`src/hdl/radio_ctrl_consts.svh`:
```
// Timing counts, reset values and readback codes of the radio state controller.
// Assumes every count except the keying symbol count is in crystal clock cycles, the clock of the controller itself.
`ifndef RADIO_CTRL_CONSTS_SVH
`define RADIO_CTRL_CONSTS_SVH

`define RC_GDO_DIV 192
`define RC_IDLE_RX_CYC 17'h007A1
`define RC_IDLE_TX_CYC 17'h007A2
`define RC_RX_TX_CYC 17'h0030E
`define RC_RX_IDLE_CYC 17'h00002
`define RC_MANCAL_CYC 17'h0011B
`define RC_FAST_CYC 17'h00001
`define RC_OOK_SYMBOLS 4'h8
`define RC_OOK_AMP_INDEX 3'h1
`define RC_RST_CYC 8'h40
`define RC_RB_CAL 5'h08

`endif

```
`src/hdl/radio_ctrl_pkg.sv`:
```
// Types shared by the radio state controller files.
// Assumes the constants header supplies all numeric values.
package radio_ctrl_pkg;

    typedef enum logic [3:0] {
        ST_SLEEP = 4'h0,
        ST_IDLE = 4'h1,
        ST_OSC_OFF_STATE = 4'h2,
        ST_WAIT = 4'h3,
        ST_RX = 4'h4,
        ST_TX = 4'h5,
        ST_FSON = 4'h6
    } state_t;

    typedef enum logic [1:0] {
        CAL_NEVER = 2'h0,
        CAL_ON_ENTRY = 2'h1,
        CAL_ON_RETURN = 2'h2,
        CAL_EVERY_FOURTH = 2'h3
    } autocal_t;

    typedef enum logic [1:0] {
        AFTER_IDLE = 2'h0,
        AFTER_FSON = 2'h1,
        AFTER_TX = 2'h2,
        AFTER_RX = 2'h3
    } after_tx_t;

    typedef enum logic [1:0] {
        CCA_ALWAYS = 2'h0,
        CCA_RSSI = 2'h1,
        CCA_NOT_RECEIVING = 2'h2,
        CCA_BOTH = 2'h3
    } cca_t;

endpackage : radio_ctrl_pkg

```
`src/hdl/gdo_clock_divider.sv`:
```
// Divides the crystal clock down for the default general output clock.
// Assumes a synchronous clear pulse from the reset strobe logic.
`timescale 1ns/1ps
`include "radio_ctrl_consts.svh"
module gdo_clock_divider (
    input wire logic clk_in,
    input wire logic reset_in,
    input wire logic clear_in,
    output logic div_clk_out
);
    localparam logic [7:0] HALF = 8'(`RC_GDO_DIV / 2);

    logic [7:0] cnt_ff;

    always_ff @(posedge clk_in or posedge reset_in) begin
        if (reset_in) begin
            cnt_ff <= 8'h00;
            div_clk_out <= 1'b0;
        end else if (clear_in) begin
            cnt_ff <= 8'h00;
            div_clk_out <= 1'b0;
        end else if (cnt_ff == HALF - 8'h01) begin
            cnt_ff <= 8'h00;
            div_clk_out <= ~div_clk_out;
        end else begin
            cnt_ff <= cnt_ff + 8'h01;
        end
    end

endmodule : gdo_clock_divider

```
`src/hdl/radio_state_controller.sv`:
```
// Main radio control state machine: sleep, oscillator off, idle, receive, transmit,
// synthesizer on and calibration, with timed transitions in crystal cycles.
// Assumes same-clock one-cycle strobes and levels; chip select and oscillator-stable
// are asynchronous and synchronised here.
// How it works
// RL1: Strobes or internal events change the state.
// RL2: After any reset, output 0 is clock/192.
// RL3: After power-on reset: IDLE, oscillator on, ready low.
// RL4: Ready drives serial out while chip select low.
// RL5: Reset strobe restores defaults and enters IDLE.
// RL6: Host holds pins and pulses chip select first.
// RL7: Host waits ready, sends reset strobe, waits again.
// RL8: Ready goes low only after reset, in IDLE.
// RL9: Force-on keeps oscillator running in every state.
// RL10: Oscillator-off and power-down strobes act only from IDLE.
// RL11: Chip select fall wakes to IDLE, oscillator on.
// RL12: Regulator off in SLEEP, on at chip select low.
// RL13: Receive strobe enters RX, transmit strobe enters TX.
// RL14: Calibrate on strobe or per auto-calibration field.
// RL15: TX ends after packet, then after-transmit state.
// RL16: Receive strobe during TX switches to RX.
// RL17: Transmit or synth strobe in RX needs clear channel.
// RL18: Idle strobe forces IDLE from any state.
// RL19: Carrier abort leaves RX on first empty sample.
// RL20: On-off keying: absence valid after eight symbols.
// RL21: Fixed cycle counts for idle and switch transitions.
// RL22: RX to IDLE two cycles; manual calibration 283.
// RL23: TX to IDLE quarter bit, plus eighth with keying.
// RL24: Clear channel rule selects among four conditions.
// RL25: Timed transitions count cycles before target entry.
`timescale 1ns/1ps
`include "radio_ctrl_consts.svh"
module radio_state_controller
    import radio_ctrl_pkg::*;
(
    input wire logic clk_in,
    input wire logic reset_in,
    input wire logic chip_select_n_in,
    input wire logic osc_stable_in,
    input wire logic reset_strobe_in,
    input wire logic osc_off_strobe_in,
    input wire logic power_down_strobe_in,
    input wire logic receive_strobe_in,
    input wire logic transmit_strobe_in,
    input wire logic synth_on_strobe_in,
    input wire logic calibrate_strobe_in,
    input wire logic idle_strobe_in,
    input wire logic osc_force_on_in,
    input wire logic [1:0] auto_cal_select_in,
    input wire logic [1:0] after_tx_state_in,
    input wire logic [1:0] clear_channel_rule_in,
    input wire logic rx_carrier_abort_in,
    input wire logic [2:0] amp_level_index_in,
    input wire logic [15:0] quarter_bit_cycles_in,
    input wire logic [15:0] symbol_cycles_in,
    input wire logic [15:0] cal_time_cycles_in,
    input wire logic rssi_below_in,
    input wire logic receiving_packet_in,
    input wire logic carrier_sense_in,
    input wire logic carrier_sense_valid_in,
    input wire logic tx_packet_done_in,
    input wire logic tx_underflow_in,
    output logic [4:0] controller_state_readback_out,
    output logic general_output_0_out,
    output logic chip_ready_n_out,
    output logic serial_data_out,
    output logic serial_data_oe_out,
    output logic osc_enable_out,
    output logic regulator_enable_out,
    output logic rx_active_out,
    output logic tx_active_out,
    output logic synth_cal_out,
    output logic soft_reset_out
);
    state_t state_ff, nxt_state, target_ff, nxt_target;
    logic [16:0] wait_len_ff, nxt_len, wait_cnt_ff;
    logic cal_flag_ff, nxt_cal, auto_ret;
    logic [1:0] cal_cnt_ff;
    logic [7:0] rst_cnt_ff;
    logic cs_meta_ff, cs_sync_ff, cs_prev_ff, stab_meta_ff, stab_sync_ff;
    logic [15:0] sym_cyc_ff;
    logic [3:0] sym_cnt_ff;
    logic cs_checked_ff;
    logic rst_busy, cs_fall, cca_ok, ook, absence_ok, abort_rx, sleepish;
    logic [16:0] quarter, tx_idle_len, cal_add, entry_cal, ret_cal;

    assign rst_busy = (rst_cnt_ff != 8'h00);
    assign cs_fall = cs_prev_ff & ~cs_sync_ff;
    assign ook = (amp_level_index_in == `RC_OOK_AMP_INDEX); // RL23
    assign quarter = {1'b0, quarter_bit_cycles_in};
    assign tx_idle_len = quarter + (ook ? (quarter >> 1) : 17'h00000); // RL23
    assign cal_add = {1'b0, cal_time_cycles_in};
    assign entry_cal = (autocal_t'(auto_cal_select_in) == CAL_ON_ENTRY) ? cal_add : 17'h00000;
    assign ret_cal = ((autocal_t'(auto_cal_select_in) == CAL_ON_RETURN) ||
                      ((autocal_t'(auto_cal_select_in) == CAL_EVERY_FOURTH) &&
                       (cal_cnt_ff == 2'h3))) ? cal_add : 17'h00000; // RL14
    assign absence_ok = ~ook || (sym_cnt_ff == `RC_OOK_SYMBOLS); // RL20
    assign abort_rx = (state_ff == ST_RX) && rx_carrier_abort_in && ~cs_checked_ff &&
                      carrier_sense_valid_in && ~carrier_sense_in && absence_ok; // RL19
    assign sleepish = (state_ff == ST_SLEEP) || (state_ff == ST_OSC_OFF_STATE);

    always_comb begin
        case (cca_t'(clear_channel_rule_in)) // RL24
            CCA_ALWAYS: cca_ok = 1'b1;
            CCA_RSSI: cca_ok = rssi_below_in;
            CCA_NOT_RECEIVING: cca_ok = ~receiving_packet_in;
            default: cca_ok = rssi_below_in & ~receiving_packet_in;
        endcase
    end

    // Both asynchronous inputs pass two flip-flops before any logic sees them.
    always_ff @(posedge clk_in or posedge reset_in) begin
        if (reset_in) begin
            cs_meta_ff <= 1'b1;
            cs_sync_ff <= 1'b1;
            cs_prev_ff <= 1'b1;
            stab_meta_ff <= 1'b0;
            stab_sync_ff <= 1'b0;
        end else begin
            cs_meta_ff <= chip_select_n_in;
            cs_sync_ff <= cs_meta_ff;
            cs_prev_ff <= cs_sync_ff;
            stab_meta_ff <= osc_stable_in;
            stab_sync_ff <= stab_meta_ff;
        end
    end

    always_comb begin
        nxt_state = state_ff;
        nxt_target = target_ff;
        nxt_len = wait_len_ff;
        nxt_cal = cal_flag_ff;
        auto_ret = 1'b0;
        if (reset_strobe_in || rst_busy) begin
            nxt_state = ST_IDLE; // RL5
            nxt_cal = 1'b0;
        end else if (idle_strobe_in) begin
            nxt_state = ST_IDLE; // RL18
            nxt_cal = 1'b0;
        end else begin
            case (state_ff)
                ST_IDLE: begin
                    if (receive_strobe_in) begin
                        nxt_state = ST_WAIT; // RL13
                        nxt_target = ST_RX;
                        nxt_len = `RC_IDLE_RX_CYC + entry_cal; // RL21
                        nxt_cal = (entry_cal != 17'h00000); // RL14
                    end else if (transmit_strobe_in || synth_on_strobe_in) begin
                        nxt_state = ST_WAIT; // RL13
                        nxt_target = transmit_strobe_in ? ST_TX : ST_FSON;
                        nxt_len = `RC_IDLE_TX_CYC + entry_cal; // RL21
                        nxt_cal = (entry_cal != 17'h00000);
                    end else if (calibrate_strobe_in) begin
                        nxt_state = ST_WAIT; // RL14
                        nxt_target = ST_IDLE;
                        nxt_len = `RC_MANCAL_CYC + cal_add; // RL22
                        nxt_cal = 1'b1;
                    end else if (osc_off_strobe_in) begin
                        nxt_state = ST_OSC_OFF_STATE; // RL10
                    end else if (power_down_strobe_in) begin
                        nxt_state = ST_SLEEP; // RL10
                    end
                end
                ST_SLEEP, ST_OSC_OFF_STATE: begin
                    if (cs_fall) begin
                        nxt_state = ST_IDLE; // RL11
                    end
                end
                ST_WAIT: begin
                    if (wait_cnt_ff + 17'h00001 >= wait_len_ff) begin
                        nxt_state = target_ff; // RL25
                        nxt_cal = 1'b0;
                    end
                end
                ST_RX: begin
                    if ((transmit_strobe_in || synth_on_strobe_in) && cca_ok) begin
                        nxt_state = ST_WAIT; // RL17
                        nxt_target = transmit_strobe_in ? ST_TX : ST_FSON;
                        nxt_len = `RC_RX_TX_CYC; // RL21
                        nxt_cal = 1'b0;
                    end else if (abort_rx) begin
                        nxt_state = ST_WAIT; // RL19
                        nxt_target = ST_IDLE;
                        nxt_len = `RC_RX_IDLE_CYC + ret_cal; // RL22
                        nxt_cal = (ret_cal != 17'h00000);
                        auto_ret = 1'b1;
                    end
                end
                ST_TX: begin
                    nxt_cal = 1'b0;
                    if (receive_strobe_in) begin
                        nxt_state = ST_WAIT; // RL16
                        nxt_target = ST_RX;
                        nxt_len = `RC_RX_TX_CYC + quarter; // RL21
                    end else if (tx_underflow_in) begin
                        nxt_state = ST_WAIT; // RL1
                        nxt_target = ST_IDLE;
                        nxt_len = tx_idle_len;
                    end else if (tx_packet_done_in) begin
                        nxt_state = ST_WAIT; // RL15
                        case (after_tx_t'(after_tx_state_in))
                            AFTER_IDLE: begin
                                nxt_target = ST_IDLE;
                                nxt_len = tx_idle_len + ret_cal; // RL23
                                nxt_cal = (ret_cal != 17'h00000);
                                auto_ret = 1'b1;
                            end
                            AFTER_FSON: begin
                                nxt_target = ST_FSON;
                                nxt_len = quarter;
                            end
                            AFTER_TX: begin
                                nxt_target = ST_TX;
                                nxt_len = `RC_FAST_CYC;
                            end
                            default: begin
                                nxt_target = ST_RX;
                                nxt_len = `RC_RX_TX_CYC + quarter;
                            end
                        endcase
                    end
                end
                ST_FSON: begin
                    if (transmit_strobe_in || receive_strobe_in) begin
                        nxt_state = ST_WAIT;
                        nxt_target = transmit_strobe_in ? ST_TX : ST_RX;
                        nxt_len = `RC_RX_TX_CYC;
                        nxt_cal = 1'b0;
                    end
                end
                default: nxt_state = ST_IDLE;
            endcase
        end
    end

    always_ff @(posedge clk_in or posedge reset_in) begin
        if (reset_in) begin
            state_ff <= ST_IDLE; // RL3
            target_ff <= ST_IDLE;
            wait_len_ff <= 17'h00000;
            cal_flag_ff <= 1'b0;
        end else begin
            state_ff <= nxt_state; // RL1
            target_ff <= nxt_target;
            wait_len_ff <= nxt_len;
            cal_flag_ff <= nxt_cal;
        end
    end

    // The counter restarts on every entry into a timed transition.
    always_ff @(posedge clk_in or posedge reset_in) begin
        if (reset_in) begin
            wait_cnt_ff <= 17'h00000;
        end else if (state_ff != ST_WAIT || nxt_state != ST_WAIT) begin
            wait_cnt_ff <= 17'h00000;
        end else begin
            wait_cnt_ff <= wait_cnt_ff + 17'h00001; // RL25
        end
    end

    always_ff @(posedge clk_in or posedge reset_in) begin
        if (reset_in) begin
            cal_cnt_ff <= 2'h0;
        end else if (reset_strobe_in) begin
            cal_cnt_ff <= 2'h0;
        end else if (auto_ret) begin
            cal_cnt_ff <= cal_cnt_ff + 2'h1; // RL14
        end
    end

    always_ff @(posedge clk_in or posedge reset_in) begin
        if (reset_in) begin
            rst_cnt_ff <= 8'h00;
        end else if (reset_strobe_in) begin
            rst_cnt_ff <= `RC_RST_CYC; // RL5
        end else if (rst_busy) begin
            rst_cnt_ff <= rst_cnt_ff - 8'h01;
        end
    end

    // Symbol periods spent in receive, and whether a valid sense sample showing carrier, or empty once absence is valid, was seen.
    always_ff @(posedge clk_in or posedge reset_in) begin
        if (reset_in) begin
            sym_cyc_ff <= 16'h0000;
            sym_cnt_ff <= 4'h0;
            cs_checked_ff <= 1'b0;
        end else if (state_ff != ST_RX) begin
            sym_cyc_ff <= 16'h0000;
            sym_cnt_ff <= 4'h0;
            cs_checked_ff <= 1'b0;
        end else begin
            if (sym_cnt_ff != `RC_OOK_SYMBOLS) begin
                if (sym_cyc_ff + 16'h0001 >= symbol_cycles_in) begin
                    sym_cyc_ff <= 16'h0000;
                    sym_cnt_ff <= sym_cnt_ff + 4'h1; // RL20
                end else begin
                    sym_cyc_ff <= sym_cyc_ff + 16'h0001;
                end
            end
            if (carrier_sense_valid_in && (carrier_sense_in || absence_ok)) begin
                cs_checked_ff <= 1'b1; // RL19
            end
        end
    end

    always_ff @(posedge clk_in or posedge reset_in) begin
        if (reset_in) begin
            controller_state_readback_out <= 5'h01;
            chip_ready_n_out <= 1'b1;
            serial_data_out <= 1'b1;
            serial_data_oe_out <= 1'b0;
            osc_enable_out <= 1'b1;
            regulator_enable_out <= 1'b1;
            rx_active_out <= 1'b0;
            tx_active_out <= 1'b0;
            synth_cal_out <= 1'b0;
            soft_reset_out <= 1'b0;
        end else begin
            controller_state_readback_out <= (state_ff == ST_WAIT && cal_flag_ff) ?
                                             `RC_RB_CAL : {1'b0, state_ff};
            chip_ready_n_out <= ~(stab_sync_ff && ~rst_busy && ~reset_strobe_in &&
                                  ~sleepish); // RL3 RL8
            serial_data_out <= ~(stab_sync_ff && ~rst_busy && ~reset_strobe_in && ~sleepish);
            serial_data_oe_out <= ~cs_sync_ff; // RL4
            osc_enable_out <= osc_force_on_in || ~(sleepish && cs_sync_ff); // RL9 RL10
            regulator_enable_out <= ~(state_ff == ST_SLEEP && cs_sync_ff); // RL12
            rx_active_out <= (state_ff == ST_RX);
            tx_active_out <= (state_ff == ST_TX);
            synth_cal_out <= (state_ff == ST_WAIT) && cal_flag_ff; // RL14
            soft_reset_out <= reset_strobe_in;
        end
    end

    gdo_clock_divider u_gdo_div (
        .clk_in(clk_in),
        .reset_in(reset_in),
        .clear_in(reset_strobe_in),
        .div_clk_out(general_output_0_out) // RL2
    );

    property p_idle_forced;
        @(posedge clk_in) disable iff (reset_in)
        idle_strobe_in |=> state_ff == ST_IDLE;
    endproperty
    a_idle_forced: assert property (p_idle_forced) else $error("idle strobe ignored"); // RL18

    property p_rx_entry;
        @(posedge clk_in) disable iff (reset_in)
        (state_ff == ST_IDLE && receive_strobe_in && !idle_strobe_in && !reset_strobe_in &&
         !rst_busy) |=> (state_ff == ST_WAIT && target_ff == ST_RX);
    endproperty
    a_rx_entry: assert property (p_rx_entry) else $error("receive strobe not taken"); // RL13

    property p_cca_block;
        @(posedge clk_in) disable iff (reset_in)
        (state_ff == ST_RX && transmit_strobe_in && !cca_ok && !abort_rx && !idle_strobe_in &&
         !reset_strobe_in && !rst_busy) |=> state_ff == ST_RX;
    endproperty
    a_cca_block: assert property (p_cca_block) else $error("busy channel left RX"); // RL17

    property p_tx_to_rx;
        @(posedge clk_in) disable iff (reset_in)
        (state_ff == ST_TX && receive_strobe_in && !idle_strobe_in && !reset_strobe_in &&
         !rst_busy) |=> (target_ff == ST_RX && wait_len_ff == `RC_RX_TX_CYC + $past(quarter));
    endproperty
    a_tx_to_rx: assert property (p_tx_to_rx) else $error("TX to RX switch wrong"); // RL16

    property p_sleep_regulator;
        @(posedge clk_in) disable iff (reset_in)
        (state_ff == ST_SLEEP && cs_sync_ff) |=> !regulator_enable_out;
    endproperty
    a_sleep_regulator: assert property (p_sleep_regulator) else $error("regulator on"); // RL12

    property p_force_on;
        @(posedge clk_in) disable iff (reset_in)
        osc_force_on_in |=> osc_enable_out;
    endproperty
    a_force_on: assert property (p_force_on) else $error("forced oscillator stopped"); // RL9

    property p_gdo_period;
        @(posedge clk_in) disable iff (reset_in || reset_strobe_in)
        $rose(general_output_0_out) |-> ##96 $fell(general_output_0_out);
    endproperty
    a_gdo_period: assert property (p_gdo_period) else $error("output 0 period wrong"); // RL2

    property p_wait_holds;
        @(posedge clk_in) disable iff (reset_in)
        (state_ff == ST_WAIT && wait_cnt_ff + 17'h00001 < wait_len_ff && !idle_strobe_in &&
         !reset_strobe_in && !rst_busy) |=> state_ff == ST_WAIT;
    endproperty
    a_wait_holds: assert property (p_wait_holds) else $error("transition ended early"); // RL25

    property p_reset_ready;
        @(posedge clk_in) disable iff (reset_in)
        reset_strobe_in |=> chip_ready_n_out [*8];
    endproperty
    a_reset_ready: assert property (p_reset_ready) else $error("ready during reset"); // RL8

endmodule : radio_state_controller

```
`config.mk`:
```
export PLATFORM = sky130hd
export DESIGN_NAME = radio_state_controller
export DESIGN_NICKNAME = d
export VERILOG_FILES = /design/src/hdl/radio_ctrl_pkg.sv /design/src/hdl/gdo_clock_divider.sv /design/src/hdl/radio_state_controller.sv
export VERILOG_INCLUDE_DIRS = /design/src /design/src/hdl
export SDC_FILE = /design/constraint.sdc
export NUM_CORES = 1
export LEC_CHECK = 0
export ABC_AREA = 1
export CAP_MARGIN = 20
export CORE_MARGIN = 5
export CORE_UTILIZATION = 48
export DETAILED_ROUTE_END_ITERATION = 10
export DONT_BUFFER_PORTS = 1
export REMOVE_ABC_BUFFERS = 1
export SETUP_SLACK_MARGIN = 0.3
export SYNTH_ARGS = -nofsm -noshare
export SYNTH_HDL_FRONTEND = slang
export SYNTH_SLANG_ARGS = --single-unit
```
`constraint.sdc`:
```
create_clock -name clk_in -period 3.5 [get_ports clk_in]
set_clock_uncertainty 0.05 [all_clocks]
set_input_delay 0 -clock clk_in [delete_from_list [all_inputs] [get_ports clk_in]]
set_output_delay 0 -clock clk_in [all_outputs]
set_load 0.005 [all_outputs]
```
Word level (Yosys, flattened, before mapping)
Cells that the tools add are included.
{ "op_classes": {"reduce_logical": 41, "muxes": 85, "addsub": 13, "n_lt_le_gt_ge": 2, "bitwise": 16, "n_eq_ne": 29} }
{ "ops": {"columns": ["op", "count"], "rows": [
  ["17-bit 2-to-1 mux", 10],
  ["4-bit 2-to-1 mux", 28],
  ["16-bit 2-to-1 mux", 5],
  ["17-bit case mux with 4 select lines", 1],
  ["17-bit case mux with 3 select lines", 1],
  ["11-bit by 16-bit adder with 17-bit output, first input constant", 2],
  ["17-bit nonzero test", 2],
  ["8-bit 2-to-1 mux", 4],
  ["1-bit 2-to-1 mux", 26],
  ["4-bit case mux with 6 select lines", 1],
  ["4-bit != test, second input constant", 5],
  ["10-bit by 16-bit adder with 17-bit output, first input constant", 1],
  ["16-bit by 15-bit adder with 17-bit output", 1],
  ["17-bit by 1-bit adder with 17-bit output, second input constant", 1],
  ["17-bit by 16-bit adder with 17-bit output", 1],
  ["2-bit by 16-bit adder with 17-bit output, first input constant", 1],
  ["9-bit by 16-bit adder with 17-bit output, first input constant", 1],
  ["17-bit >= comparator", 1],
  ["16-bit by 1-bit adder with 16-bit output, second input constant", 1],
  ["16-bit >= comparator", 1],
  ["4-bit case mux with 4 select lines", 1],
  ["15-bit 2-to-1 mux", 1],
  ["1-bit logical AND", 14],
  ["1-bit inverter", 14],
  ["other kinds (35)", 62]
]} }
{ "word_totals": {"output_inout_bits": 15, "word_cells": 212, "register_bits": 100, "inputBits": 77} }

Depth between registers and ports, before layout
{ "logic_depth": {"depth_word": 14, "mapped_depth": 31, "depth_no_buf": 30} }

Hierarchy
A second synthesis with hierarchy kept.
{ "unflattened": {"hier_cells": 1813, "area_unflattened_um2": 11268.3} }
{ "by_module_without_submodules": {"columns": ["module", "seq_area_each_um2", "cells_per_inst", "instances", "area_per_inst_um2"], "rows": [
  ["radio_state_controller", 2263.4, 1756, 1, 10804.1],
  ["gdo_clock_divider", 225.2, 57, 1, 464.2]
]} }

Worst setup path after synthesis
OpenSTA, ideal clock, no wires.
{ "synth_timing": {"kind": "input-to-reg", "from": "input amp_level_index_in[0]", "to": "register wait_len_ff[16]", "setup_ns": 0.115, "arrival_time_ns": 3.008, "required_time_ns": 3.335, "n_path_buf": 1, "stages": 27, "path_slack_ns": 0.327, "cell_sequence": "inv_1 nor2_1 nand2_1 clkbuf_1 nor2_1 ha_1 fa_1 nand3_1 nand3_1 nand3_1 nand2_1 nand2_1 nand2_1 xor2_1 ha_1 nand2_1 nor2_1 inv_1 nor2_1 a21boi_0 o21ai_0 nand3_1 nand2_1 nand2_1 nand2_1 nor2_1 nor2_1"} }
{ "synth_via": {"elab_chain_len": 9, "word_cells_on_any_way": 14, "classes_between": "2 x add/sub; 2 x eq/ne; 6 x mux; 1 x bitwise; 3 x reduce/logical"} }
{ "synth_lines": {"columns": ["element", "line_no", "source"], "rows": [
  ["start, declared", "radio_state_controller.sv:53", "input wire logic [2:0] amp_level_index_in,"],
  ["3-bit by 1-bit equality test with 1-bit output (no source line) *", null, null],
  ["15-bit 2-to-1 mux", "radio_state_controller.sv:91", "assign tx_idle_len = quarter + (ook ? (quarter >> 1) : 17'h00000);"],
  ["16-bit by 15-bit adder with 17-bit output", "radio_state_controller.sv:91", null],
  ["17-bit by 16-bit adder with 17-bit output", "radio_state_controller.sv:204", "nxt_len = tx_idle_len + ret_cal;"],
  ["17-bit case mux with 3 select lines", "radio_state_controller.sv:201", "case (after_tx_t'(after_tx_state_in))"],
  ["17-bit 2-to-1 mux", "radio_state_controller.sv:199", "end else if (tx_packet_done_in) begin"],
  ["17-bit 2-to-1 mux", "radio_state_controller.sv:195", "end else if (tx_underflow_in) begin"],
  ["17-bit 2-to-1 mux", "radio_state_controller.sv:191", "if (receive_strobe_in) begin"],
  ["17-bit case mux with 4 select lines", "radio_state_controller.sv:141", "case (state_ff)"],
  ["end signal, assigned", "radio_state_controller.sv:245", "wait_len_ff <= nxt_len;"],
  ["end, declared", "radio_state_controller.sv:76", "logic [16:0] wait_len_ff, nxt_len, wait_cnt_ff;"]
]} }
Mark *: on every way between the ends. The rest lies on a longest branch, timed or not. The select of a mux whose other input is x is not followed.
A chain may end at the register's enable or synchronous reset.

Final worst setup path
{ "layout_timing": {"from": "register wait_cnt_ff[0]", "to": "register wait_cnt_ff[9]"} }
{ "layout_via": {"elab_chain_len": 9} }
{ "layout_lines": {"columns": ["element", "line_no", "source"], "rows": [
  ["start, declared", "radio_state_controller.sv:76", null],
  ["start signal, assigned", "radio_state_controller.sv:257", "wait_cnt_ff <= wait_cnt_ff + 17'h00001;"],
  ["17-bit by 1-bit adder with 17-bit output *", "radio_state_controller.sv:170, radio_state_controller.sv:257", null],
  ["17-bit >= comparator", "radio_state_controller.sv:170", "if (wait_cnt_ff + 17'h00001 >= wait_len_ff) begin"],
  ["4-bit 2-to-1 mux", "radio_state_controller.sv:170", null],
  ["4-bit case mux with 6 select lines", "radio_state_controller.sv:141", null],
  ["4-bit 2-to-1 mux", "radio_state_controller.sv:137", "end else if (idle_strobe_in) begin"],
  ["4-bit 2-to-1 mux", "radio_state_controller.sv:134", "if (reset_strobe_in || rst_busy) begin"],
  ["4-bit by 2-bit != test with 1-bit output", "radio_state_controller.sv:254", "end else if (state_ff != ST_WAIT || nxt_state != ST_WAIT) begin"],
  ["1-bit logical OR", "radio_state_controller.sv:254", null],
  ["17-bit 2-to-1 mux *", "radio_state_controller.sv:254", null]
]} }
Mark *: on every way between the ends. The rest lies on a longest branch, timed or not.

==> metrics.md <==
| Metric | Value |
|---|---|
| Status | complete, no violations |
| Starting DRT DRC Count | 1022 |
| Post-synthesis area per instance | 6.188 um^2 |
| Final non-filler cell total | 2142 |
| LEAKAGE | 6.882 nW |
| Placed Area | 0.01149 mm^2 |
| Rel. slew slack | 37.13% |
| Post-synth top area share | 20.52% |
| Die area | 0.02599 mm^2 |
| Worst vdd ir | 0.2826 mV |
| Area leader, netlist | dfrtp_1 |
| Register area | 0.002489 mm^2 |
| CORE AREA | 0.02257 mm^2 |
| RSZ-0062 raised after global routing | yes |
| Ys async rst share | 100.0% |
| DP Wirelength | 28.30 mm |
| Vias/cell | 5.562 |
| Residual DRC | 0 |
| Ys flop type | dfrtp_1 |
| First-pass GRT wire length | 59.10 mm |
| Hold Slack | 0.01245 ns |
| I/O Buffers | 0 |
| Vias in the first global route | 11300 |
| Initial core utilization | 48.63% |
| Worst Tran Pin Value | 0.9396 ns |
| Vias | 11910 |
| Root Driver | clkbuf_16 |
| Final Max Tran Viols | 0 |
| # rows | 55 |
| Data required, critical path | 3.71 ns |
| Setup violators final | 0 |
| Final core occ | 58.54% |
| Worst Path Arrival | 3.56 ns |
| Total global-route track usage | 28.27% |
| EDFF count, synth | 0 |
| Clock transition at the registers of the reported paths | 0.08 ns |
| Die span in y | 161.2 um |
| Top fanout value on the critical path | 5 |
| Ranking of synthesized cells by area | dfrtp_1, nand2_1, ha_1 |
| Critical path launch point type | register |
| ANT cells | 0 |
| Clock Tree Buf Depth | 2 |
| Final nets | 2009 |
| Area Overhead vs Synth | 20.38% |
| Synth Cell Area | 0.01098 mm^2 |
| Final instance area | 0.01321 mm^2 |
| Setup CP Type | reg -> reg |
| Period utilisation layout | 95.67% |
| Final Hold Fails | 0 |
| # Max-Cap Violations | 0 |
| H-tree lvl count | 3 |
| Antenna violations before repair | 0 |
| Hold path depth | 4 |
| Minimum clock period | 3.348 ns |
| # fillers | 2294 |
| WL final | 37.89 mm |
| Power, Total | 3.536 mW |
| Grt ovf | 0 |
| # IOs | 92 |
| Routability congestion estimate | 0.9393 |
| Synth Instances | 1774 |
| Fmax | 0.2986 GHz |
| Worst Min Path Start | receive_strobe_in |
| Layout cells sized above 1 | 17.61% |
| CTS tree | yes |
| Pwr per Cell Area | 267.6 mW/mm^2 |
| Min-Delay Endpoint | wait_len_ff[8]$_DFFE_PP0P_ |
| Reg-to-reg slack, setup | 0.15 ns |
| Largest net degree at the start of global routing | 74 |
| Crit Reg-Reg Endpoint | wait_cnt_ff[9]$_DFF_PP0_ |
| Min-delay worst type | in -> reg |
| Clk Latency, worst-skew pair | 0.35 ns |
| Total CTS buffers | 9 |
| Die W | 161.2 um |
| Sequential area share after synthesis | 22.67% |
| Multi-input gate area | 0.008055 mm^2 |
| Yosys cell types | 57 |
| FF-to-FF Start | wait_cnt_ff[0]$_DFF_PP0_ |
| Synth Warn # | 0 |
| Placed cell count | 2065 |
| First-pass DRT Iterations | 5 |
| Yosys reg bits | 99 |
| DR WL/cell | 17.69 um |
| Final ANT Viol Nets | 0 |
| Crit. End Element | register |
| Clk sinks | 99 |
| Worst r2r path cells | 19 |
==> how the worst max path moves through the flow <==
stage,start,to,slack [ns],cells past startpoint
floorplan,sym_cyc_ff[0]$_DFFE_PP0P_,sym_cnt_ff[3]$_DFFE_PP0P_,0.36,19
detailed placement,wait_cnt_ff[0]$_DFF_PP0_,wait_cnt_ff[8]$_DFF_PP0_,-0.1,19
global placement,amp_level_index_in[0],wait_len_ff[16]$_DFFE_PP0P_,-0.05,25
global route,wait_cnt_ff[0]$_DFF_PP0_,wait_cnt_ff[9]$_DFF_PP0_,-0.01,19
CTS,wait_cnt_ff[0]$_DFF_PP0_,wait_cnt_ff[3]$_DFF_PP0_,0.29,22
finish,wait_cnt_ff[0]$_DFF_PP0_,wait_cnt_ff[9]$_DFF_PP0_,0.15,19
==> metal layers <==
| metal | up-vias | wire length [um] | GRT usage, % |
|---|---|---|---|
| met1 | 5499 | 15590 | 36.33 |
| met5 | - | 0 | 0 |
| met2 | 449 | 18070 | 47.03 |
| met4 | 0 | 1602 | 12.41 |
| li1 | 5867 | - | - |
| met3 | 99 | 2634 | 4.619 |
==> where the power goes <==
part	switching [mW]	internal, mW	total, mW
Clock	0.483	0.656	1.14
Combinational	0.684	0.410	1.09
Sequential	0.0618	1.24	1.30
==> per-stage QoR <==
| stage | worst slack (ns) | TNS [ns] |
|---|---|---|
| floorplan | 0.3621 | 0 |
| global placement | -0.04574 | -0.04574 |
| detailed placement | -0.09989 | -1.567 |
| CTS | 0.2898 | 0 |
| global route | -0.01167 | -0.01167 |
| finish | 0.1515 | 0 |
==> worst max-delay path, stage by stage (launching register included) <==
cell	delay, ns
dfrtp_1	0.40
ha_2	0.23
nand2_4	0.07
nor2_4	0.10
buf_4	0.11
buf_4	0.09
buf_4	0.09
nand3_2	0.07
nor3_2	0.20
xnor2_1	0.20
inv_1	0.12
ha_4	0.24
a21oi_1	0.12
o21ai_1	0.08
a21oi_1	0.14
nand4_1	0.14
buf_6	0.17
o21bai_4	0.27
nand2_4	0.13
nor3_1	0.22
==> synthesized netlist by cell type (22+ instances only) <==
library cell	instances
nand2_1	513
inv_1	260
nor2_1	145
nand3_1	140
a21oi_1	100
dfrtp_1	90
ha_1	78
o21ai_0	76
nor3_1	55
xor2_1	53
inv_2	25
nand4_1	22
==> area by class of cell <==
cell class | instances | area share, %
clock inverters | 6 | 0.7102
clock buffers | 10 | 1.809
multi-input cells | 1351 | 60.96
flip-flops and latches | 99 | 18.83
inverters | 289 | 8.247
well taps | 285 | 2.699
repair buffers | 102 | 6.742
==> state kept, by name (all words and copies together), names as in the netlist, 2 cells and up <==
register	cells
cal_cnt_ff	2
controller_state_readback_out	4
rst_cnt_ff	8
state_ff	4
sym_cnt_ff	4
sym_cyc_ff	16
target_ff	3
u_gdo_div.cnt_ff	8
wait_cnt_ff	17
wait_len_ff	17
==> kinds of logic (layout without fill, tap and decap cells) <==
group,Yosys count,after routing,share of synthesized area [%]
AOI/OAI and AO/OA,260,260,13.34
xor gates and xnor gates,58,58,4.628
adders and majority gates,80,80,9.256
buffers and inverters,330,407,11.77
DFF,99,99,22.67
muxes,1,1,0.09119
other,1,2,0.03416
and+or+nand+nor,945,950,38.21
==> timing repair <==
item                                   in CTS  in global routing
pin swaps                                  29                 41
hold buffers                               18                  0
gates cloned                                5                  2
buffers inserted                           22                 14
resized for setup                          47                136
setup endpoints to repair                  27                 53
endpoints found under the hold margin     105                  0
==> layout by cell type (no fill, tap or decap), types with 5 or more instances in the layout <==
| cell | instances |
|---|---|
| a211oi_1 | 6 |
| a21oi_1 | 91 |
| a21oi_2 | 18 |
| a31oi_1 | 5 |
| buf_4 | 72 |
| buf_6 | 8 |
| clkbuf_16 | 10 |
| dfrtp_1 | 90 |
| dfstp_2 | 9 |
| dlygate4sd3_1 | 18 |
| ha_1 | 62 |
| ha_4 | 12 |
| inv_1 | 252 |
| inv_2 | 32 |
| nand2_1 | 497 |
| nand2_2 | 15 |
| nand2_4 | 15 |
| nand3_1 | 127 |
| nand3_2 | 14 |
| nand3b_1 | 6 |
| nand4_1 | 22 |
| nor2_1 | 132 |
| nor2_2 | 21 |
| nor2_4 | 16 |
| nor3_1 | 35 |
| nor3_2 | 17 |
| nor3_4 | 5 |
| nor4_1 | 7 |
| o21ai_0 | 67 |
| o21ai_1 | 22 |
| o21ai_2 | 5 |
| o22ai_1 | 10 |
| o22ai_2 | 8 |
| xor2_1 | 45 |
| xor2_2 | 5 |
(Power assumes the default switching activity.)
